==> src/vramp_defs.svh <==
`ifndef VRAMP_DEFS_SVH
`define VRAMP_DEFS_SVH

// register offsets
`define VRAMP_OFS_NORMAL_RAMP    8'h4E
`define VRAMP_OFS_EMERG_RAMP     8'h4F
`define VRAMP_OFS_SILENCE_CTRL   8'h50
`define VRAMP_OFS_SILENCE_TIME   8'h51

// reset values
`define VRAMP_RST_NORMAL_RAMP    8'h33
`define VRAMP_RST_EMERG_RAMP     8'h30
`define VRAMP_RST_SILENCE_CTRL   8'h07
`define VRAMP_RST_SILENCE_TIME   8'h00

// field positions (msb of two- and three-bit fields, index of single-bit fields)
`define VRAMP_DOWN_INTERVAL_MSB  7
`define VRAMP_DOWN_INCR_MSB      5
`define VRAMP_UP_INTERVAL_MSB    3
`define VRAMP_UP_INCR_MSB        1
`define VRAMP_LEFT_ENABLE_BIT    0
`define VRAMP_RIGHT_ENABLE_BIT   1
`define VRAMP_JOINT_BIT          2
`define VRAMP_LEFT_TIME_MSB      6
`define VRAMP_RIGHT_TIME_MSB     2

// volume codes: 0x00 is +24 dB, each code 0.5 dB lower, 0xFE is -103 dB
`define VRAMP_VOL_MAX            8'h00
`define VRAMP_VOL_MIN            8'hFE
`define VRAMP_VOL_ZERO           8'hFF

// silence durations in microseconds, at the reference sample rate in Hz
`define VRAMP_REF_RATE_HZ        96000
`define VRAMP_T0_US              11500
`define VRAMP_T1_US              53000
`define VRAMP_T2_US              106500
`define VRAMP_T3_US              266500
`define VRAMP_T4_US              535000
`define VRAMP_T5_US              1065000
`define VRAMP_T6_US              2665000
`define VRAMP_T7_US              5330000
`define VRAMP_US_TO_SAMPLES(t)   (((t) * (`VRAMP_REF_RATE_HZ / 1000)) / 1000)

`endif

==> src/vramp_pkg.sv <==
package vramp_pkg;

  // ramp direction states, gray along hold -> down -> up
  typedef enum logic [1:0] {
    VRAMP_HOLD = 2'b00,
    VRAMP_DOWN = 2'b01,
    VRAMP_UP   = 2'b11
  } vramp_state_t;

  // one stereo sample
  typedef struct packed {
    logic [23:0] left;
    logic [23:0] right;
  } vramp_sample_t;

  // per-channel mute pair
  typedef struct packed {
    logic left;
    logic right;
  } vramp_mute_t;

endpackage : vramp_pkg

==> src/volume_ramp_automute.sv <==
`timescale 1ns/1ns
`include "vramp_defs.svh"

module volume_ramp_automute #(
  parameter int CNT_W = 19
) (
  input  wire logic                  sys_clk,
  input  wire logic                  rstn,
  input  wire logic [7:0]            regAddr,
  input  wire logic [7:0]            regWrData,
  input  wire logic                  regWrite,
  output logic      [7:0]            regRdData,
  input  wire logic [7:0]            targetLevel,
  input  wire logic                  emergencyDown,
  input  wire logic                  sampleTick,
  input  wire vramp_pkg::vramp_sample_t sampleIn,
  output logic      [7:0]            volumeLevel,
  output vramp_pkg::vramp_mute_t     channelMute
);

  // sample count for a silence time code
  function automatic logic [CNT_W-1:0] silenceCount(input logic [2:0] code);
    logic [31:0] n;
    n = 32'h0;
    unique case (code)
      3'h0: n = `VRAMP_US_TO_SAMPLES(`VRAMP_T0_US);
      3'h1: n = `VRAMP_US_TO_SAMPLES(`VRAMP_T1_US);
      3'h2: n = `VRAMP_US_TO_SAMPLES(`VRAMP_T2_US);
      3'h3: n = `VRAMP_US_TO_SAMPLES(`VRAMP_T3_US);
      3'h4: n = `VRAMP_US_TO_SAMPLES(`VRAMP_T4_US);
      3'h5: n = `VRAMP_US_TO_SAMPLES(`VRAMP_T5_US);
      3'h6: n = `VRAMP_US_TO_SAMPLES(`VRAMP_T6_US);
      3'h7: n = `VRAMP_US_TO_SAMPLES(`VRAMP_T7_US);
    endcase
    return n[CNT_W-1:0];
  endfunction : silenceCount

  // step code to half-dB codes: 4, 2, 1, 0.5 dB
  function automatic logic [7:0] stepSize(input logic [1:0] code);
    return 8'h08 >> code;
  endfunction : stepSize

  // control registers, every bit kept and read back
  logic [7:0] normalRamp;
  logic [7:0] emergRamp;
  logic [7:0] silenceCtrl;
  logic [7:0] silenceTime;

  // register writes, reserved bits kept as written
  always_ff @(posedge sys_clk or negedge rstn)
  begin
    if (!rstn)
    begin
      normalRamp  <= `VRAMP_RST_NORMAL_RAMP;
      emergRamp   <= `VRAMP_RST_EMERG_RAMP;
      silenceCtrl <= `VRAMP_RST_SILENCE_CTRL;
      silenceTime <= `VRAMP_RST_SILENCE_TIME;
    end
    else if (regWrite)
    begin
      if (regAddr == `VRAMP_OFS_NORMAL_RAMP)  normalRamp  <= regWrData;
      if (regAddr == `VRAMP_OFS_EMERG_RAMP)   emergRamp   <= regWrData;
      if (regAddr == `VRAMP_OFS_SILENCE_CTRL) silenceCtrl <= regWrData;
      if (regAddr == `VRAMP_OFS_SILENCE_TIME) silenceTime <= regWrData;
    end
  end

  // read mux, unmapped reads zero
  wire logic [7:0] next_regRdData =
    (regAddr == `VRAMP_OFS_NORMAL_RAMP)  ? normalRamp  :
    (regAddr == `VRAMP_OFS_EMERG_RAMP)   ? emergRamp   :
    (regAddr == `VRAMP_OFS_SILENCE_CTRL) ? silenceCtrl :
    (regAddr == `VRAMP_OFS_SILENCE_TIME) ? silenceTime : 8'h00;

  // read data follows regAddr one cycle later
  always_ff @(posedge sys_clk or negedge rstn)
  begin
    if (!rstn) regRdData <= 8'h00;
    else       regRdData <= next_regRdData;
  end

  // ramp target and field selection
  // clamp target
  wire logic [7:0] userTarget = (targetLevel > `VRAMP_VOL_MIN) ? `VRAMP_VOL_ZERO : targetLevel;
  // emergency forces the silent code whatever the user set
  wire logic [7:0] rampTarget = emergencyDown ? `VRAMP_VOL_ZERO : userTarget;
  wire logic       goDown     = volumeLevel < rampTarget;
  wire logic       goUp       = volumeLevel > rampTarget;
  wire logic [1:0] downIntv   = emergencyDown
                                ? emergRamp[`VRAMP_DOWN_INTERVAL_MSB -: 2]
                                : normalRamp[`VRAMP_DOWN_INTERVAL_MSB -: 2];
  wire logic [1:0] downIncr   = emergencyDown
                                ? emergRamp[`VRAMP_DOWN_INCR_MSB -: 2]
                                : normalRamp[`VRAMP_DOWN_INCR_MSB -: 2];
  wire logic [1:0] upIntv     = normalRamp[`VRAMP_UP_INTERVAL_MSB -: 2];
  wire logic [1:0] upIncr     = normalRamp[`VRAMP_UP_INCR_MSB -: 2];
  wire logic [1:0] activeIntv = goDown ? downIntv : upIntv;
  // interval code 11 jumps instead of stepping
  wire logic       instant    = (activeIntv == 2'b11);

  // direction state and ticks seen since the last update
  vramp_pkg::vramp_state_t rampState;
  logic [1:0]              tickCount;

  // direction from where the volume sits against its target
  wire vramp_pkg::vramp_state_t next_rampState =
    goDown ? vramp_pkg::VRAMP_DOWN : (goUp ? vramp_pkg::VRAMP_UP : vramp_pkg::VRAMP_HOLD);
  // a new direction restarts the interval count
  wire logic dirChange = (next_rampState != rampState);

  // the tick ending an interval updates and restarts the count
  // update interval
  wire logic [1:0] intvLast  = (2'b01 << activeIntv) - 2'b01;
  wire logic       updateDue = sampleTick && (dirChange ? (activeIntv == 2'b00)
                                                          : (tickCount >= intvLast));

  wire logic [8:0] downSum  = {1'b0, volumeLevel} + {1'b0, stepSize(downIncr)};
  wire logic [7:0] downNext = (downSum >= {1'b0, rampTarget}) ? rampTarget : downSum[7:0];
  wire logic [7:0] upStep   = stepSize(upIncr);
  // nine-bit reach so a target near the bottom cannot wrap
  wire logic [8:0] upReach  = {1'b0, rampTarget} + {1'b0, upStep};
  wire logic [7:0] upNext   = ({1'b0, volumeLevel} <= upReach) ? rampTarget
                                                                : volumeLevel - upStep;

  // next volume: instant codes jump, otherwise step on due updates
  wire logic [7:0] next_volumeLevel =
    (goDown && instant && sampleTick) ? `VRAMP_VOL_ZERO :
    (goUp   && instant && sampleTick) ? rampTarget :
    (goDown && updateDue)             ? downNext   :
    (goUp   && updateDue)             ? upNext     : volumeLevel;

  // tickCount moves only on ticks, so idle cycles never shorten an interval
  // ramp state, interval counter and volume
  always_ff @(posedge sys_clk or negedge rstn)
  begin
    if (!rstn)
    begin
      rampState   <= vramp_pkg::VRAMP_HOLD;
      tickCount   <= 2'h0;
      volumeLevel <= `VRAMP_VOL_ZERO;
    end
    else
    begin
      rampState   <= next_rampState;
      volumeLevel <= next_volumeLevel;
      if (dirChange || updateDue) tickCount <= 2'h0;
      else if (sampleTick)        tickCount <= tickCount + 2'h1;
    end
  end

  // silence detection per channel
  // left time field
  wire logic [CNT_W-1:0] leftLimit  = silenceCount(silenceTime[`VRAMP_LEFT_TIME_MSB -: 3]);
  wire logic [CNT_W-1:0] rightLimit = silenceCount(silenceTime[`VRAMP_RIGHT_TIME_MSB -: 3]);
  wire logic             leftZero   = (sampleIn.left == 24'h000000);
  wire logic             rightZero  = (sampleIn.right == 24'h000000);

  // zero-sample run length per channel, saturating at its limit
  logic [CNT_W-1:0] leftCount;
  logic [CNT_W-1:0] rightCount;

  always_ff @(posedge sys_clk or negedge rstn)
  begin
    if (!rstn)
    begin
      leftCount  <= '0;
      rightCount <= '0;
    end
    else if (sampleTick)
    begin
      if (!leftZero)                  leftCount  <= '0;
      else if (leftCount < leftLimit) leftCount  <= leftCount + CNT_W'(1);
      if (!rightZero)                   rightCount <= '0;
      else if (rightCount < rightLimit) rightCount <= rightCount + CNT_W'(1);
    end
  end

  wire logic leftQual  = silenceCtrl[`VRAMP_LEFT_ENABLE_BIT] && (leftCount >= leftLimit);
  wire logic rightQual = silenceCtrl[`VRAMP_RIGHT_ENABLE_BIT] && (rightCount >= rightLimit);
  wire logic joint     = silenceCtrl[`VRAMP_JOINT_BIT];
  // joint mode holds both until both qualify
  wire vramp_pkg::vramp_mute_t next_channelMute =
    joint ? {leftQual && rightQual, leftQual && rightQual} : {leftQual, rightQual};

  // mute outputs
  always_ff @(posedge sys_clk or negedge rstn)
  begin
    if (!rstn) channelMute <= '0;
    else       channelMute <= next_channelMute;
  end

endmodule : volume_ramp_automute

==> config.mk <==
export PLATFORM = sky130hd
export DESIGN_NAME = volume_ramp_automute
export DESIGN_NICKNAME = d
export VERILOG_FILES = /design/src/vramp_pkg.sv /design/src/volume_ramp_automute.sv
export VERILOG_INCLUDE_DIRS = /design/src /design/src/src
export SDC_FILE = /design/constraint.sdc
export NUM_CORES = 1
export LEC_CHECK = 0
export ABC_AREA = 1
export BUFFER_PORTS_ARGS = -buffer_cell sky130_fd_sc_hd__buf_2
export CAP_MARGIN = 20
export CORE_MARGIN = 4
export CORE_UTILIZATION = 50
export CTS_CLUSTER_SIZE = 40
export DETAILED_ROUTE_END_ITERATION = 10
export PLACE_DENSITY_LB_ADDON = 0.1
export SYNTH_ARGS = -nofsm -noshare
export SYNTH_HDL_FRONTEND = slang
export SYNTH_SLANG_ARGS = --single-unit
==> constraint.sdc <==
create_clock -name sys_clk -period 8.6 [get_ports sys_clk]
set_input_delay 0.86 -clock sys_clk [delete_from_list [all_inputs] [get_ports sys_clk]]
set_output_delay 0.86 -clock sys_clk [all_outputs]
set_load 0.02 [all_outputs]
==> run_results.csv <==
group,metric,value,unit
power,seqPwrFrac,32.0,%
sta,setup_violations,0,
yosys,syn_nets,1231,
final_layout,layout-drive-gt1-share,14.7,%
final_layout,multi_input_area,4750,um^2
route,drc_errors,0,
clocking,cts_tree,"done",
placed_design,gp_congestion,0.980,
die,die-width,132,um
yosys,yosysTopAreaCellShare,24.3,%
yosys,ys_ff_latch,92,
setup_path,slowest_delay,0.59,ns
power,power.density,196,nW/um^2
placed_design,dpl-instance-area,8300,um^2
final_layout,stdcell_area,8630,um^2
global_route,antenna_found_initial,0,
die,rows,45,
yosys,synth_area_per_cell,7.24,um^2
setup_path,critical_path.top_delay_family,"compound AO/OA/AOI/OAI gates",
yosys,ys_seq_area_share,30.1,%
route,routed_wl,20100,um
yosys,syn_inst,1067,
global_route,grt_max_degree,51,
power,pwr-share-comb,41.8,%
yosys,yosys-top-cells-area,"dfrtp_1 (24%), ha_1 (14%), nand2_1 (13%)",
outcome,status,"complete, no violations",
yosys,synth_area_leader_cell,"dfrtp_1",
route,vias,7306,
sta,tightest_slew,0.970,ns
sta,rsz0062_at_grt,"no",
setup_path,ff2ff_path_depth,18,
final_layout,fin_util,57.0,%
sta,fin_crit,4.38,ns
placed_design,port_buffers,94,
setup_path,r2r_slack,4.66,ns
global_route,grt_pass1_vias,6898,
die,dieArea,17500,um^2
route,drtPass1Iterations,5,
clocking,cts_buffers,9,
setup_path,cp_data_arrival_time,4.65,ns
setup_path,crit_fanout,16,
yosys,syn_area,7730,um^2
clocking,clkTransAtPathRegs,0.07,ns
setup_path,timing.rr.start,"normalRamp[4]$_DFFE_PN1P_",
final_layout,num_antenna_cells,0,
final_layout,fillers,1467,
setup_path,critPathLaunchType,"primary input",
clocking,cts_hold_buf,0,
clocking,cts-resized-gates,0,
die,core-area,15100,um^2
power,peakVddDrop,0.122,mV
min_path,hold_path_class,"in -> async",
clocking,post_cts_buffers,0,
final_layout,regArea,2320,um^2
route,via_per_inst,5.44,
clocking,clk_latency,0.35,ns
power,switching_share,41.7,%
yosys,synth_warnings,0,
sta,fin_crit_sh,50.9,%
clocking,cts_root_buf,"clkbuf_16",
placed_design,dpl.hpwl,15300,um
yosys,async_flop_share,100,%
sta,hold_viol,0,
global_route,grt_pass1_wl,33800,um
die,initial_core_util,51.0,%
clocking,cts_sinks,92,
setup_path,timing.rr.end,"volumeLevel[2]$_DFFE_PN1P_",
setup_path,worst_path_max_delay_cell,"o21ai_0",
setup_path,critPathBufInv,3,
setup_path,path_class,"in -> reg",
setup_path,path_cells,"buf_2, o21ai_0, nor2_1, ha_1, fa_1, a21oi_1, xor2_1, inv_1, ha_1, nand2_1, nor2_1, a21oi_1, nand3_1, nand2_1, nand2_1, inv_1, nand4_1, nand3_1, a21oi_1",
setup_path,required,8.87,ns
route,first_iter_violations,623,
setup_path,crit_path_start,"emergencyDown",
setup_path,critPathCaptureType,"register",
die,die_y,132,um
route,routedWlPerCell,14.9,um
yosys,synth_enable_flop_cells,0,
die,io-pin-count,95,
power,internal_power,0.987,mW
sta,timing.slew.headroom,35.1,%
clocking,htreeDepth,3,
global_route,overflow,0,
yosys,synthFlopType,"dfrtp_1",
final_layout,areaGrowthSynthToFinish,11.7,%
clocking,clk_path_buf_depth,2,
global_route,grt_usage,23.3,%
sta,slew_viol_final,0,
route,ant_nets,0,
power,p_total,1.69,mW
yosys,synth_most_common_cell,"nand2_1",
power,p_leak,4.33,nW
final_layout,nNetsFinal,1314,
yosys,synth_commonest_cells,"nand2_1 (265), inv_1 (131), nor2_1 (85)",
sta,fmax,229,MHz
sta,worst_clock_skew,0.0120,ns
yosys,synth_cell_types,47,
power,p_clk_share,26.3,%
power,p_sw,0.705,mW
sta,tns,0,ns
run,maxCapViolCount,0,
-- cells by family (layout without fill, tap and decap cells) --
| family | count (synthesis) | after routing | synth area share [%] |
|---|---|---|---|
| simple gates | 525 | 525 | 31.6 |
| buf+inv | 160 | 248 | 8.51 |
| fa+ha+maj | 87 | 87 | 14.4 |
| flops | 92 | 92 | 30.1 |
| xor+xnor | 29 | 29 | 3.29 |
| compound gates | 173 | 173 | 12.0 |
| mux | 1 | 1 | 0.146 |
-- worst max-delay path by stage --
| stage | slack [ns] | depth (start not counted) | to |
|---|---|---|---|
| after global placement | 4.01 | 19 | volumeLevel[2]$_DFFE_PN1P_ |
| after detailed placement | 3.97 | 17 | volumeLevel[3]$_DFFE_PN1P_ |
| after floorplan | 4.64 | 19 | volumeLevel[5]$_DFFE_PN1P_ |
| final | 4.22 | 19 | volumeLevel[2]$_DFFE_PN1P_ |
| after global routing | 3.88 | 20 | volumeLevel[3]$_DFFE_PN1P_ |
| after CTS | 4.34 | 17 | volumeLevel[3]$_DFFE_PN1P_ |
-- area by class of cell --
type,count,area share (%)
inverters,137,5.96
clock buffers,10,2.65
clock inverters,6,1.19
multi-input cells,815,55.0
flip-flops and latches,92,26.9
well taps,188,2.72
repair buffers,95,5.57
-- through the flow --
step,setup WS (ns),hold slack [ns],cells
final,4.22,0.486,1343
after CTS,4.34,0.491,1343
after detailed placement,3.97,0.473,1327
after floorplan,4.64,0.453,1067
after global routing,3.88,0.522,1343
after global placement,4.01,0.465,1327
-- flip-flops by register name, summed over array words and instances, names as in the netlist --
register,count
tickCount,2
silenceTime,8
channelMute,2
normalRamp,8
volumeLevel,8
silenceCtrl,8
rightCount,19
leftCount,19
regRdData,8
rampState,2
emergRamp,8
-- per-layer routing --
| layer | share of wire [%] | up-vias | global-route usage [%] | wire, um |
|---|---|---|---|---|
| met2 | 44 | 210 | 36.4 | 8910 |
| met4 | 1.8 | 0 | 6.87 | 357 |
| met5 | 0 | - | 0 | 0 |
| met1 | 49 | 3342 | 33.9 | 9760 |
| met3 | 5.2 | 25 | 2.79 | 1050 |
| li1 | - | 3729 | - | - |
-- layout by cell type (no fill, tap or decap), types with 3 or more instances in the layout --
| cell type | instances |
|---|---|
| or2_2 | 5 |
| o21ai_0 | 83 |
| clkbuf_16 | 9 |
| nor3b_1 | 4 |
| nor2_4 | 4 |
| buf_2 | 93 |
| nand2_1 | 265 |
| inv_1 | 131 |
| o2111ai_1 | 5 |
| dfstp_2 | 17 |
| fa_1 | 3 |
| nor4_1 | 18 |
| nand4_1 | 42 |
| inv_2 | 5 |
| nor2_2 | 3 |
| nand2_2 | 7 |
| o31ai_1 | 9 |
| inv_6 | 3 |
| nand2_4 | 4 |
| nand3_2 | 4 |
| o21ai_1 | 11 |
| xnor2_1 | 6 |
| nor3_1 | 18 |
| ha_1 | 84 |
| dfrtp_1 | 75 |
| a21oi_1 | 57 |
| nand3_1 | 55 |
| xor2_1 | 23 |
| nor2_1 | 85 |
-- power groups by stage --
stage | clock, mW | combinational [mW] | sequential [mW]
4_1_cts | 0.454 | 0.701 | 0.539
3_5_place_dp | 0 | 0.698 | 0.547
2_1_floorplan | 0 | 0.529 | 0.535
5_1_grt | 0.478 | 0.809 | 0.546
3_3_place_gp | 0 | 0.698 | 0.548
6_report | 0.445 | 0.706 | 0.541
Note: power is estimated with default switching activity, not from simulation.
